$ cat src/table_map.vh
// Table indices, field layouts, command codes and status codes
`ifndef TABLE_MAP_VH
`define TABLE_MAP_VH

// Binding table
`define BIND_COUNT 13
`define BIND_IDX_W 4
`define BIND_COORD 4'h0
`define BIND_AGGR 4'h1
`define BIND_EXPL 4'h2
`define BIND_CMD_LO 4'h5
`define BIND_RX_LO 4'h7
`define BIND_RX_HI 4'hA
`define BIND_USER_LO 4'hB
`define BIND_USER_HI 4'hC

// Binding entry: {valid, type[7:0], dst_ep[7:0], src_ep[7:0], addr[63:0]}
`define BENT_W 89
`define BENT_VALID 88
`define BENT_DATA_W 88

// Endpoint table
`define EP_COUNT 5
`define EP_IDX_W 3
`define EP_CMD_IDX 3'h0
`define EP_DATA_IDX 3'h1
`define EP_EXPL_IDX 3'h2
`define EP_USER_LO 3'h3
`define EP_USER_HI 3'h4
`define EP_CMD_VAL 8'hE6
`define EP_DATA_VAL 8'hE8
// Endpoint entry: {valid, endpoint[7:0]}
`define EENT_W 9

// Host command codes
`define CMD_W 3
`define CMD_ADD_BIND 3'h1
`define CMD_REM_BIND 3'h2
`define CMD_VIEW_BIND 3'h3
`define CMD_SAVE_BIND 3'h4
`define CMD_ADD_EP 3'h5
`define CMD_REM_EP 3'h6
`define CMD_VIEW_EP 3'h7
`define CMD_SAVE_PARAM 3'h0

// Answer status codes
`define ST_OK 2'h0
`define ST_READ_ONLY 2'h1
`define ST_BAD_INDEX 2'h2

`endif

$ cat src/binding_endpoint_table_manager.v
// Binding and endpoint table manager driven by host table commands
//
// Summary of operation
// Four received-data binding slots; three latest packets, one kept invalid.
// Received packet fills the invalid slot, then oldest valid slot invalidated.
// Binding table: 0 coord,1 aggr,2 explicit,5-6 command,7-10 rx,11-12 user.
// Explicit transmission overwrites the explicit binding entry.
// Add-binding creates the host-supplied entry at a user binding index.
// Remove-binding deletes the entry at a user binding index.
// View-binding returns one or more requested binding entries.
// Save-binding copies the whole binding table to non-volatile storage.
// Transmit source endpoint must be in the endpoint table first.
// Endpoint table: 0 command, 1 data read-only; 2 explicit, 3-4 user.
// Data endpoint entry is always present.
// Command endpoint entry is always present.
// Absent transmit source endpoint is placed temporarily at index 2.
// Add-endpoint creates an entry at a user endpoint index.
// Remove-endpoint deletes the entry at a user endpoint index.
// View-endpoint returns one or more requested endpoint entries.
// User endpoints change only on host commands.
// Endpoint table saved to storage only on the parameter-write command.
// Add or remove on a read-only index is refused with an error.
`timescale 1ns/1ps
`include "table_map.vh"

module binding_endpoint_table_manager (
    clk_sys,
    reset_n,
    cmd_valid,
    cmd_ready,
    cmd_code,
    cmd_index,
    cmd_count,
    cmd_entry,
    cmd_endpoint,
    rsp_valid,
    rsp_status,
    rsp_last,
    rsp_index,
    rsp_bind_entry,
    rsp_ep_entry,
    rx_valid,
    rx_entry,
    tx_valid,
    tx_explicit,
    tx_entry,
    tx_src_ep,
    tx_src_ok,
    nv_ready,
    nv_write,
    nv_is_ep,
    nv_index,
    nv_data
);
    input wire clk_sys;
    input wire reset_n;
    input wire cmd_valid;
    output wire cmd_ready;
    input wire [`CMD_W-1:0] cmd_code;
    input wire [`BIND_IDX_W-1:0] cmd_index;
    input wire [`BIND_IDX_W-1:0] cmd_count;
    input wire [`BENT_DATA_W-1:0] cmd_entry;
    input wire [7:0] cmd_endpoint;
    output reg rsp_valid;
    output reg [1:0] rsp_status;
    output reg rsp_last;
    output reg [`BIND_IDX_W-1:0] rsp_index;
    output reg [`BENT_W-1:0] rsp_bind_entry;
    output reg [`EENT_W-1:0] rsp_ep_entry;
    input wire rx_valid;
    input wire [`BENT_DATA_W-1:0] rx_entry;
    input wire tx_valid;
    input wire tx_explicit;
    input wire [`BENT_DATA_W-1:0] tx_entry;
    input wire [7:0] tx_src_ep;
    output reg tx_src_ok;
    input wire nv_ready;
    output wire nv_write;
    output reg nv_is_ep;
    output wire [`BIND_IDX_W-1:0] nv_index;
    output reg [`BENT_W-1:0] nv_data;

    localparam [2:0] S_IDLE = 3'b001;
    localparam [2:0] S_VIEW = 3'b010;
    localparam [2:0] S_SAVE = 3'b100;

    reg [`BENT_W-1:0] bind_mem [0:`BIND_COUNT-1];
    reg [`EENT_W-1:0] ep_mem [0:`EP_COUNT-1];
    reg [2:0] state_reg;
    reg [`BIND_IDX_W-1:0] view_idx_reg;
    reg [`BIND_IDX_W-1:0] view_end_reg;
    reg view_ep_reg;
    reg save_start_reg;
    reg [`BIND_IDX_W-1:0] save_count_reg;
    wire [1:0] free_slot;
    wire [1:0] oldest_slot;
    wire save_busy;
    wire save_done;
    wire take_cmd;
    wire bind_user;
    wire ep_user;
    wire ep_ok;
    wire src_known;
    wire [`BIND_IDX_W-1:0] nv_next_index;
    integer i;

    ////////////////////////////////////////////////////////////////////////
    // Index classification helpers, used by the add and remove command paths only

    // user binding range
    function is_bind_user;
        input [`BIND_IDX_W-1:0] idx;
        begin
            is_bind_user = (idx >= `BIND_USER_LO) && (idx <= `BIND_USER_HI);
        end
    endfunction

    function is_ep_user;
        input [`BIND_IDX_W-1:0] idx;
        begin
            is_ep_user = (idx >= {1'b0, `EP_USER_LO}) &&
                (idx <= {1'b0, `EP_USER_HI});
        end
    endfunction

    // user endpoint range
    assign bind_user = is_bind_user(cmd_index);
    assign ep_user = is_ep_user(cmd_index);
    assign ep_ok = cmd_index < `EP_COUNT;
    assign take_cmd = cmd_valid && cmd_ready;
    // Commands wait while a view or save is streaming
    assign cmd_ready = (state_reg == S_IDLE);

    // mirror of the walk, so nv_data pairs with nv_index
    assign nv_next_index = save_start_reg ? 4'h0 :
        (nv_write && nv_ready && nv_index != save_count_reg - 4'h1) ?
        nv_index + 4'h1 : nv_index;

    // source endpoint lookup
    assign src_known = ep_mem[0][8] && (ep_mem[0][7:0] == tx_src_ep) ||
        ep_mem[1][8] && (ep_mem[1][7:0] == tx_src_ep) ||
        ep_mem[2][8] && (ep_mem[2][7:0] == tx_src_ep) ||
        ep_mem[3][8] && (ep_mem[3][7:0] == tx_src_ep) ||
        ep_mem[4][8] && (ep_mem[4][7:0] == tx_src_ep);

    ////////////////////////////////////////////////////////////////////////
    // Received-data slot rotation and storage walk submodules

    // slot pointer
    rx_slot_rotator u_rot (
        .clk_sys(clk_sys),
        .reset_n(reset_n),
        .advance(rx_valid),
        .free_slot(free_slot),
        .oldest_slot(oldest_slot)
    );

    // whole table walk
    nv_saver u_save (
        .clk_sys(clk_sys),
        .reset_n(reset_n),
        .start(save_start_reg),
        .count(save_count_reg),
        .nv_ready(nv_ready),
        .nv_write(nv_write),
        .nv_index(nv_index),
        .busy(save_busy),
        .done(save_done)
    );

    ////////////////////////////////////////////////////////////////////////
    // Table storage; radio events and host edits never collide on one index
    always @(posedge clk_sys or negedge reset_n) begin
        if (!reset_n) begin
            for (i = 0; i < `BIND_COUNT; i = i + 1) begin
                bind_mem[i] <= {`BENT_W{1'b0}};
            end
            // command endpoint fixed
            ep_mem[0] <= {1'b1, `EP_CMD_VAL};
            // data endpoint fixed
            ep_mem[1] <= {1'b1, `EP_DATA_VAL};
            for (i = 2; i < `EP_COUNT; i = i + 1) begin
                ep_mem[i] <= {`EENT_W{1'b0}};
            end
        end else begin
            // fill free then retire oldest
            if (rx_valid) begin
                bind_mem[`BIND_RX_LO + free_slot] <= {1'b1, rx_entry};
                bind_mem[`BIND_RX_LO + oldest_slot][`BENT_VALID] <= 1'b0;
            end
            // explicit binding overwrite
            if (tx_valid && tx_explicit) begin
                bind_mem[`BIND_EXPL] <= {1'b1, tx_entry};
            end
            // temporary source endpoint
            if (tx_valid && !src_known) begin
                ep_mem[`EP_EXPL_IDX] <= {1'b1, tx_src_ep};
            end
            // add user binding
            if (take_cmd && cmd_code == `CMD_ADD_BIND && bind_user) begin
                bind_mem[cmd_index] <= {1'b1, cmd_entry};
            end
            // remove user binding
            if (take_cmd && cmd_code == `CMD_REM_BIND && bind_user) begin
                bind_mem[cmd_index] <= {`BENT_W{1'b0}};
            end
            // add user endpoint
            if (take_cmd && cmd_code == `CMD_ADD_EP && ep_user) begin
                ep_mem[cmd_index[2:0]] <= {1'b1, cmd_endpoint};
            end
            // remove user endpoint
            if (take_cmd && cmd_code == `CMD_REM_EP && ep_user) begin
                ep_mem[cmd_index[2:0]] <= {`EENT_W{1'b0}};
            end
        end
    end

    ////////////////////////////////////////////////////////////////////////
    // Command sequencer and answers
    always @(posedge clk_sys or negedge reset_n) begin
        if (!reset_n) begin
            state_reg <= S_IDLE;
            view_idx_reg <= 4'h0;
            view_end_reg <= 4'h0;
            view_ep_reg <= 1'b0;
            save_start_reg <= 1'b0;
            save_count_reg <= 4'h0;
            nv_is_ep <= 1'b0;
            rsp_valid <= 1'b0;
            rsp_status <= `ST_OK;
            rsp_last <= 1'b0;
            rsp_index <= 4'h0;
            rsp_bind_entry <= {`BENT_W{1'b0}};
            rsp_ep_entry <= {`EENT_W{1'b0}};
        end else begin
            rsp_valid <= 1'b0;
            save_start_reg <= 1'b0;
            case (state_reg)
                S_IDLE: begin
                    if (take_cmd) begin
                        rsp_index <= cmd_index;
                        rsp_last <= 1'b1;
                        rsp_status <= `ST_OK;
                        case (cmd_code)
                            `CMD_ADD_BIND, `CMD_REM_BIND: begin
                                rsp_valid <= 1'b1;
                                // read-only binding refused
                                if (!bind_user) begin
                                    rsp_status <= (cmd_index < `BIND_COUNT) ?
                                        `ST_READ_ONLY : `ST_BAD_INDEX;
                                end
                            end
                            `CMD_ADD_EP, `CMD_REM_EP: begin
                                rsp_valid <= 1'b1;
                                // read-only endpoint refused
                                if (!ep_user) begin
                                    rsp_status <= ep_ok ?
                                        `ST_READ_ONLY : `ST_BAD_INDEX;
                                end
                            end
                            `CMD_VIEW_BIND, `CMD_VIEW_EP: begin
                                // start view stream
                                view_ep_reg <= (cmd_code == `CMD_VIEW_EP);
                                view_idx_reg <= cmd_index;
                                view_end_reg <= cmd_index + cmd_count -
                                    4'h1;
                                state_reg <= S_VIEW;
                            end
                            `CMD_SAVE_BIND, `CMD_SAVE_PARAM: begin
                                // storage copy
                                nv_is_ep <= (cmd_code == `CMD_SAVE_PARAM);
                                save_count_reg <=
                                    (cmd_code == `CMD_SAVE_PARAM) ?
                                    4'h5 : 4'hD;
                                save_start_reg <= 1'b1;
                                state_reg <= S_SAVE;
                            end
                            default: begin
                                rsp_valid <= 1'b1;
                            end
                        endcase
                    end
                end
                S_VIEW: begin
                    // One entry per cycle until the requested range ends
                    rsp_valid <= 1'b1;
                    rsp_index <= view_idx_reg;
                    rsp_bind_entry <= (view_idx_reg < `BIND_COUNT) ?
                        bind_mem[view_idx_reg] : {`BENT_W{1'b0}};
                    rsp_ep_entry <= (view_idx_reg < `EP_COUNT) ?
                        ep_mem[view_idx_reg[2:0]] : {`EENT_W{1'b0}};
                    rsp_status <= (view_ep_reg ?
                        view_idx_reg < `EP_COUNT :
                        view_idx_reg < `BIND_COUNT) ? `ST_OK : `ST_BAD_INDEX;
                    rsp_last <= (view_idx_reg == view_end_reg);
                    view_idx_reg <= view_idx_reg + 4'h1;
                    if (view_idx_reg == view_end_reg) begin
                        state_reg <= S_IDLE;
                    end
                end
                S_SAVE: begin
                    if (save_done) begin
                        rsp_valid <= 1'b1;
                        rsp_status <= `ST_OK;
                        rsp_last <= 1'b1;
                        state_reg <= S_IDLE;
                    end
                end
                default: begin
                    state_reg <= S_IDLE;
                end
            endcase
        end
    end

    ////////////////////////////////////////////////////////////////////////
    // Storage data fetched for the index in force after this edge, so the
    // word offered always belongs to the index offered
    always @(posedge clk_sys or negedge reset_n) begin
        if (!reset_n) begin
            nv_data <= {`BENT_W{1'b0}};
            tx_src_ok <= 1'b0;
        end else begin
            tx_src_ok <= tx_valid && src_known;
            if (nv_is_ep) begin
                nv_data <= {{(`BENT_W-`EENT_W){1'b0}},
                    ep_mem[nv_next_index[2:0]]};
            end else begin
                nv_data <= bind_mem[nv_next_index];
            end
        end
    end
endmodule // binding_endpoint_table_manager

$ cat src/rx_slot_rotator.v
// Rotation pointer for the four received-data binding slots
`timescale 1ns/1ps
`include "table_map.vh"

module rx_slot_rotator (
    clk_sys,
    reset_n,
    advance,
    free_slot,
    oldest_slot
);
    input wire clk_sys;
    input wire reset_n;
    input wire advance;
    output wire [1:0] free_slot;
    output wire [1:0] oldest_slot;

    reg [1:0] free_reg;

    ////////////////////////////////////////////////////////////////////////
    // Free slot moves one step per packet; oldest is always the next one
    always @(posedge clk_sys or negedge reset_n) begin
        if (!reset_n) begin
            free_reg <= 2'h0;
        end else if (advance) begin
            free_reg <= free_reg + 2'h1;
        end
    end

    assign free_slot = free_reg;
    assign oldest_slot = free_reg + 2'h1; // Wraps modulo four
endmodule // rx_slot_rotator

$ cat src/nv_saver.v
// Sequencer that streams a table out to non-volatile storage
`timescale 1ns/1ps
`include "table_map.vh"

module nv_saver (
    clk_sys,
    reset_n,
    start,
    count,
    nv_ready,
    nv_write,
    nv_index,
    busy,
    done
);
    input wire clk_sys;
    input wire reset_n;
    input wire start;
    input wire [`BIND_IDX_W-1:0] count;
    input wire nv_ready;
    output wire nv_write;
    output reg [`BIND_IDX_W-1:0] nv_index;
    output reg busy;
    output reg done;

    ////////////////////////////////////////////////////////////////////////
    // Walk indices 0..count-1, one per accepted storage write
    always @(posedge clk_sys or negedge reset_n) begin
        if (!reset_n) begin
            nv_index <= 4'h0;
            busy <= 1'b0;
            done <= 1'b0;
        end else begin
            done <= 1'b0;
            if (start && !busy) begin
                busy <= 1'b1;
                nv_index <= 4'h0;
            end else if (busy && nv_ready) begin
                if (nv_index == count - 4'h1) begin
                    busy <= 1'b0;
                    done <= 1'b1;
                end else begin
                    nv_index <= nv_index + 4'h1;
                end
            end
        end
    end

    // Storage port stalls the walk via nv_ready
    assign nv_write = busy;
endmodule // nv_saver

$ cat config.mk
export PLATFORM = sky130hd
export DESIGN_NAME = binding_endpoint_table_manager
export DESIGN_NICKNAME = d
export VERILOG_FILES = /design/src/binding_endpoint_table_manager.v /design/src/rx_slot_rotator.v /design/src/nv_saver.v
export VERILOG_INCLUDE_DIRS = /design/src
export SDC_FILE = /design/constraint.sdc
export NUM_CORES = 2
export LEC_CHECK = 0
export ABC_AREA = 0
export BUFFER_PORTS_ARGS = -buffer_cell sky130_fd_sc_hd__clkbuf_2
export CAP_MARGIN = 10
export CORE_UTILIZATION = 30
export DETAILED_ROUTE_END_ITERATION = 10
export HOLD_SLACK_MARGIN = 0.08
export SLEW_MARGIN = 30
export SYNTH_ARGS = -nofsm -noshare
export SYNTH_HDL_FRONTEND = slang
export SYNTH_SLANG_ARGS = --single-unit
$ cat constraint.sdc
create_clock -name clk_sys -period 3.7 [get_ports clk_sys]
set_input_delay 1.11 -clock clk_sys [delete_from_list [all_inputs] [get_ports clk_sys]]
set_output_delay 1.11 -clock clk_sys [all_outputs]
set_load 0.02 [all_outputs]
==> key figures <==
Cells and area
  • Largest register FFs: 1,157
  • Most flop-heavy register: bind_mem
  • Share of cells above drive strength 1: about 35%
  • Design area: 83,600 µm²
  • Final nets: approximately 6,600
  • Biggest regs: bind_mem (1157), nv_data (89), rsp_bind_entry (89)
  • Layout Utilization: 35.4%
  • Post-Layout Cell Count: 9,617
  • Area grow syn2layout: 17.0%

CTS
  • Root Driver: clkbuf_16
  • Number of buffers created by CTS: approximately 160
  • Clk slew on worst S/H paths: 0.06 ns
  • # hold bufs at CTS: 0
  • Htree depth: 4
  • Clock insertion delay at the later pin of the skew report: slightly above 0.8 ns
  • Sink Count: roughly 1,400
  • TritonCTS clock tree: built
  • CTS max path bufs: 3
  • Resize count post-CTS: 0
  • Postcts setup bufs: 0

Worst setup path
  • Reg-to-Reg Start: u_save.nv_index[3]$_DFFE_PN0P_
  • WP data required: around 2.6 ns
  • Worst Setup Start Kind: register
  • R2R Setup Slk: 0.51 ns
  • Crit Path Class: register to output port
  • Worst reg2reg path depth: 7
  • Reg2reg end: nv_data[1]$_DFF_PN0_
  • Setup crit end kind: output port
  • Largest fanout on the critical path: 9
  • Critical Path AT: 2.22 ns

Placed design
  • Area post-placement: 78,100 µm²
  • Placer Congestion: roughly 0.85
  • Dpl cells: 9,300
  • Buffers on Ports: 500
  • Hpwl dp: 172,000 µm

STA
  • Setup TNS: 0 ns
  • Period minus WS final: 3.33 ns
  • FMAX: 0.300 GHz
  • Slew @ Worst Pin: 0.933 ns
  • Worst Skew: approximately 0.032 ns
  • Hold Fails Final Rpt: 0
  • Final Cycle Share: 90.1%
  • Final setup vio count: 0
  • Final Max Tran Viols: 0
  • Max transition margin: 37.8%
  • RSZ-0062 raised after global routing: false

Pwr
  • Worst VDD drop: 0.000863 V
  • Combinational share of power: 47.4%
  • Power, Total: slightly below 80 mW
  • Sw frac: 41.4%
  • PwrDens: 949 nW/µm²
  • Sequential cell fraction of total power: a little under a third
  • Clock share of power: a little over a fifth
  • Cell Int Power: 46.5 mW
  • NetSw: 32.9 mW
  • Leakage: 36.2 nW

Run status
  • Run status: completed

Die
  • Site Rows: 178
  • Die height: 490 µm
  • Core Region: around 240,000 µm²
  • Die area: 240,000 µm²
  • Initial core utilization: between 30% and 40%
  • Top Ports: about 500
  • Die X: 490 µm

Drt
  • Post-route ant nets: 0
  • Routed via count: ~54,000
  • Via/cell ratio: 5.66
  • WL final: 270,000 µm
  • Post-route DRC: 0
  • DR WL/cell: 28.1 µm
  • Pre-antenna DRT Iters: 6
  • Starting DRT DRC Count: 5,515

Synthesis
  • Yosys cell types: 65
  • Synth area leaders: dfrtp_1 (49%), mux2_2 (13%), mux4_2 (8.7%)
  • Synth top area share: 49.4%
  • Sequential area share after synthesis: 49.8%
  • FF+latch count, synth: 1,422
  • Post-Synthesis Cells: 6,227
  • Area leader, netlist: dfrtp_1
  • Top_reg_cell synth: dfrtp_1
  • Ys Warns: 0
  • Post-synth EDFFs: 0
  • Async S/R FF share, synth: 100%
  • Post-Syn Area: 71,500 µm²
  • Avg Inst Size Synth: 11.5 µm²
  • Synth Net Count: between 6,000 and 7,000

Global routing
  • Pin count of the biggest net entering global routing: 129
  • First-pass GRT wire length: 392,000 µm
  • Total grt overflow: 0
  • Vias in the first global route: roughly 55,000
  • GRT Overall Usage: between 20% and 30%
  • Antenna violations before repair: 78

Hold path
  • Hold crit path type: primary input to async pin

Flow run
  • Max-cap violation count: 0
-- power groups by stage --
stage                     logic [mW]  clock network, mW  registers (mW)
final                           37.6               16.6            25.2
after global routing            39.7               17.4            25.8
after CTS                       37.3               16.9            25.1
after detailed placement        37.2                  0            25.3
after global placement          36.6                  0            25.0
after floorplan                 23.5                  0            24.3
-- cells in the mapped netlist (all sizes together) (80+ instances only) --
cell    number
a221oi      89
clkbuf     615
mux4       276
and4        80
mux2i      206
nand2      876
a211oi      92
a32oi       88
buf        205
dfrtp     1410
nand3      341
o21ai      127
a31oi      162
mux2       797
nor2       235
a21oi      228
a21o        83
a221o       80
-- worst max-delay path by stage --
stage / start / slack, ns / to
finish: state_reg[0]$_DFFE_PN1P_ / 0.37 / cmd_ready
detailed placement: nv_ready / 0.05 / nv_data[1]$_DFF_PN0_
global placement: nv_ready / 0.17 / nv_data[1]$_DFF_PN0_
global route: state_reg[0]$_DFFE_PN1P_ / 0.19 / cmd_ready
floorplan: nv_ready / 0.69 / nv_data[18]$_DFF_PN0_
CTS: state_reg[0]$_DFFE_PN1P_ / 0.29 / cmd_ready
-- per-layer routing --
metal / global-route usage [%] / routed length, µm / vias to the layer above
li1: - / - / 22814
met1: 29.0 / 111000 / 27832
met2: 33.1 / 120000 / 2928
met3: 5.59 / 24100 / 785
met4: 11.6 / 14500 / 76
met5: 0 / 494 / -
-- logic make-up after synthesis --
logic type                 after synthesis  synth area share [%]
AOI/OAI and AO/OA                     1006                  9.88
DFF                                   1422                  49.8
adders and majority gates               15                 0.273
xor gates and xnor gates                54                 0.662
and+or+nand+nor                       1611                  10.5
muxes                                 1279                  24.1
buffers and inverters                  840                  4.78
-- critical path, stage by stage, from the launching register on --
cell and delay (ns):
dfstp_2 0.59, nor2b_1 0.28, nor2b_1 0.21, buf_4 0.16, clkbuf_2 0.16
-- per-stage QoR --
step	worst slack [ns]	hold slack, ns
final	0.368	0.252
after global routing	0.192	0.277
after CTS	0.290	0.225
after detailed placement	0.0543	0.378
after global placement	0.167	0.375
after floorplan	0.688	0.438
-- placed cells by master, fill, tap and decap left out, types with 79 or more instances in the layout --
master        n
dfrtp_1    1406
nand2_1     869
mux2_2      796
clkbuf_2    499
mux4_2      276
nand3_1     259
nor2_1      227
a21oi_1     216
mux2i_1     206
a31oi_1     162
clkbuf_16   159
buf_4       126
o21ai_0     124
buf_12      118
a211oi_1     91
a221oi_1     89
a32oi_1      88
a21o_1       82
and4_1       80
a221o_1      80
nand3_2      79
-- cell type report --
class | instances | area [µm²]
clock inverters | 69 | 903
flip-flops and latches | 1422 | 35600
diodes | 29 | 72.6
fillers | 23148 | 152000
clock buffers | 218 | 4520
repair buffers | 744 | 5830
well taps | 3150 | 3940
inverters | 20 | 80.1
multi-input cells | 3965 | 32700
No activity file was read; power rests on OpenSTA's default activity.
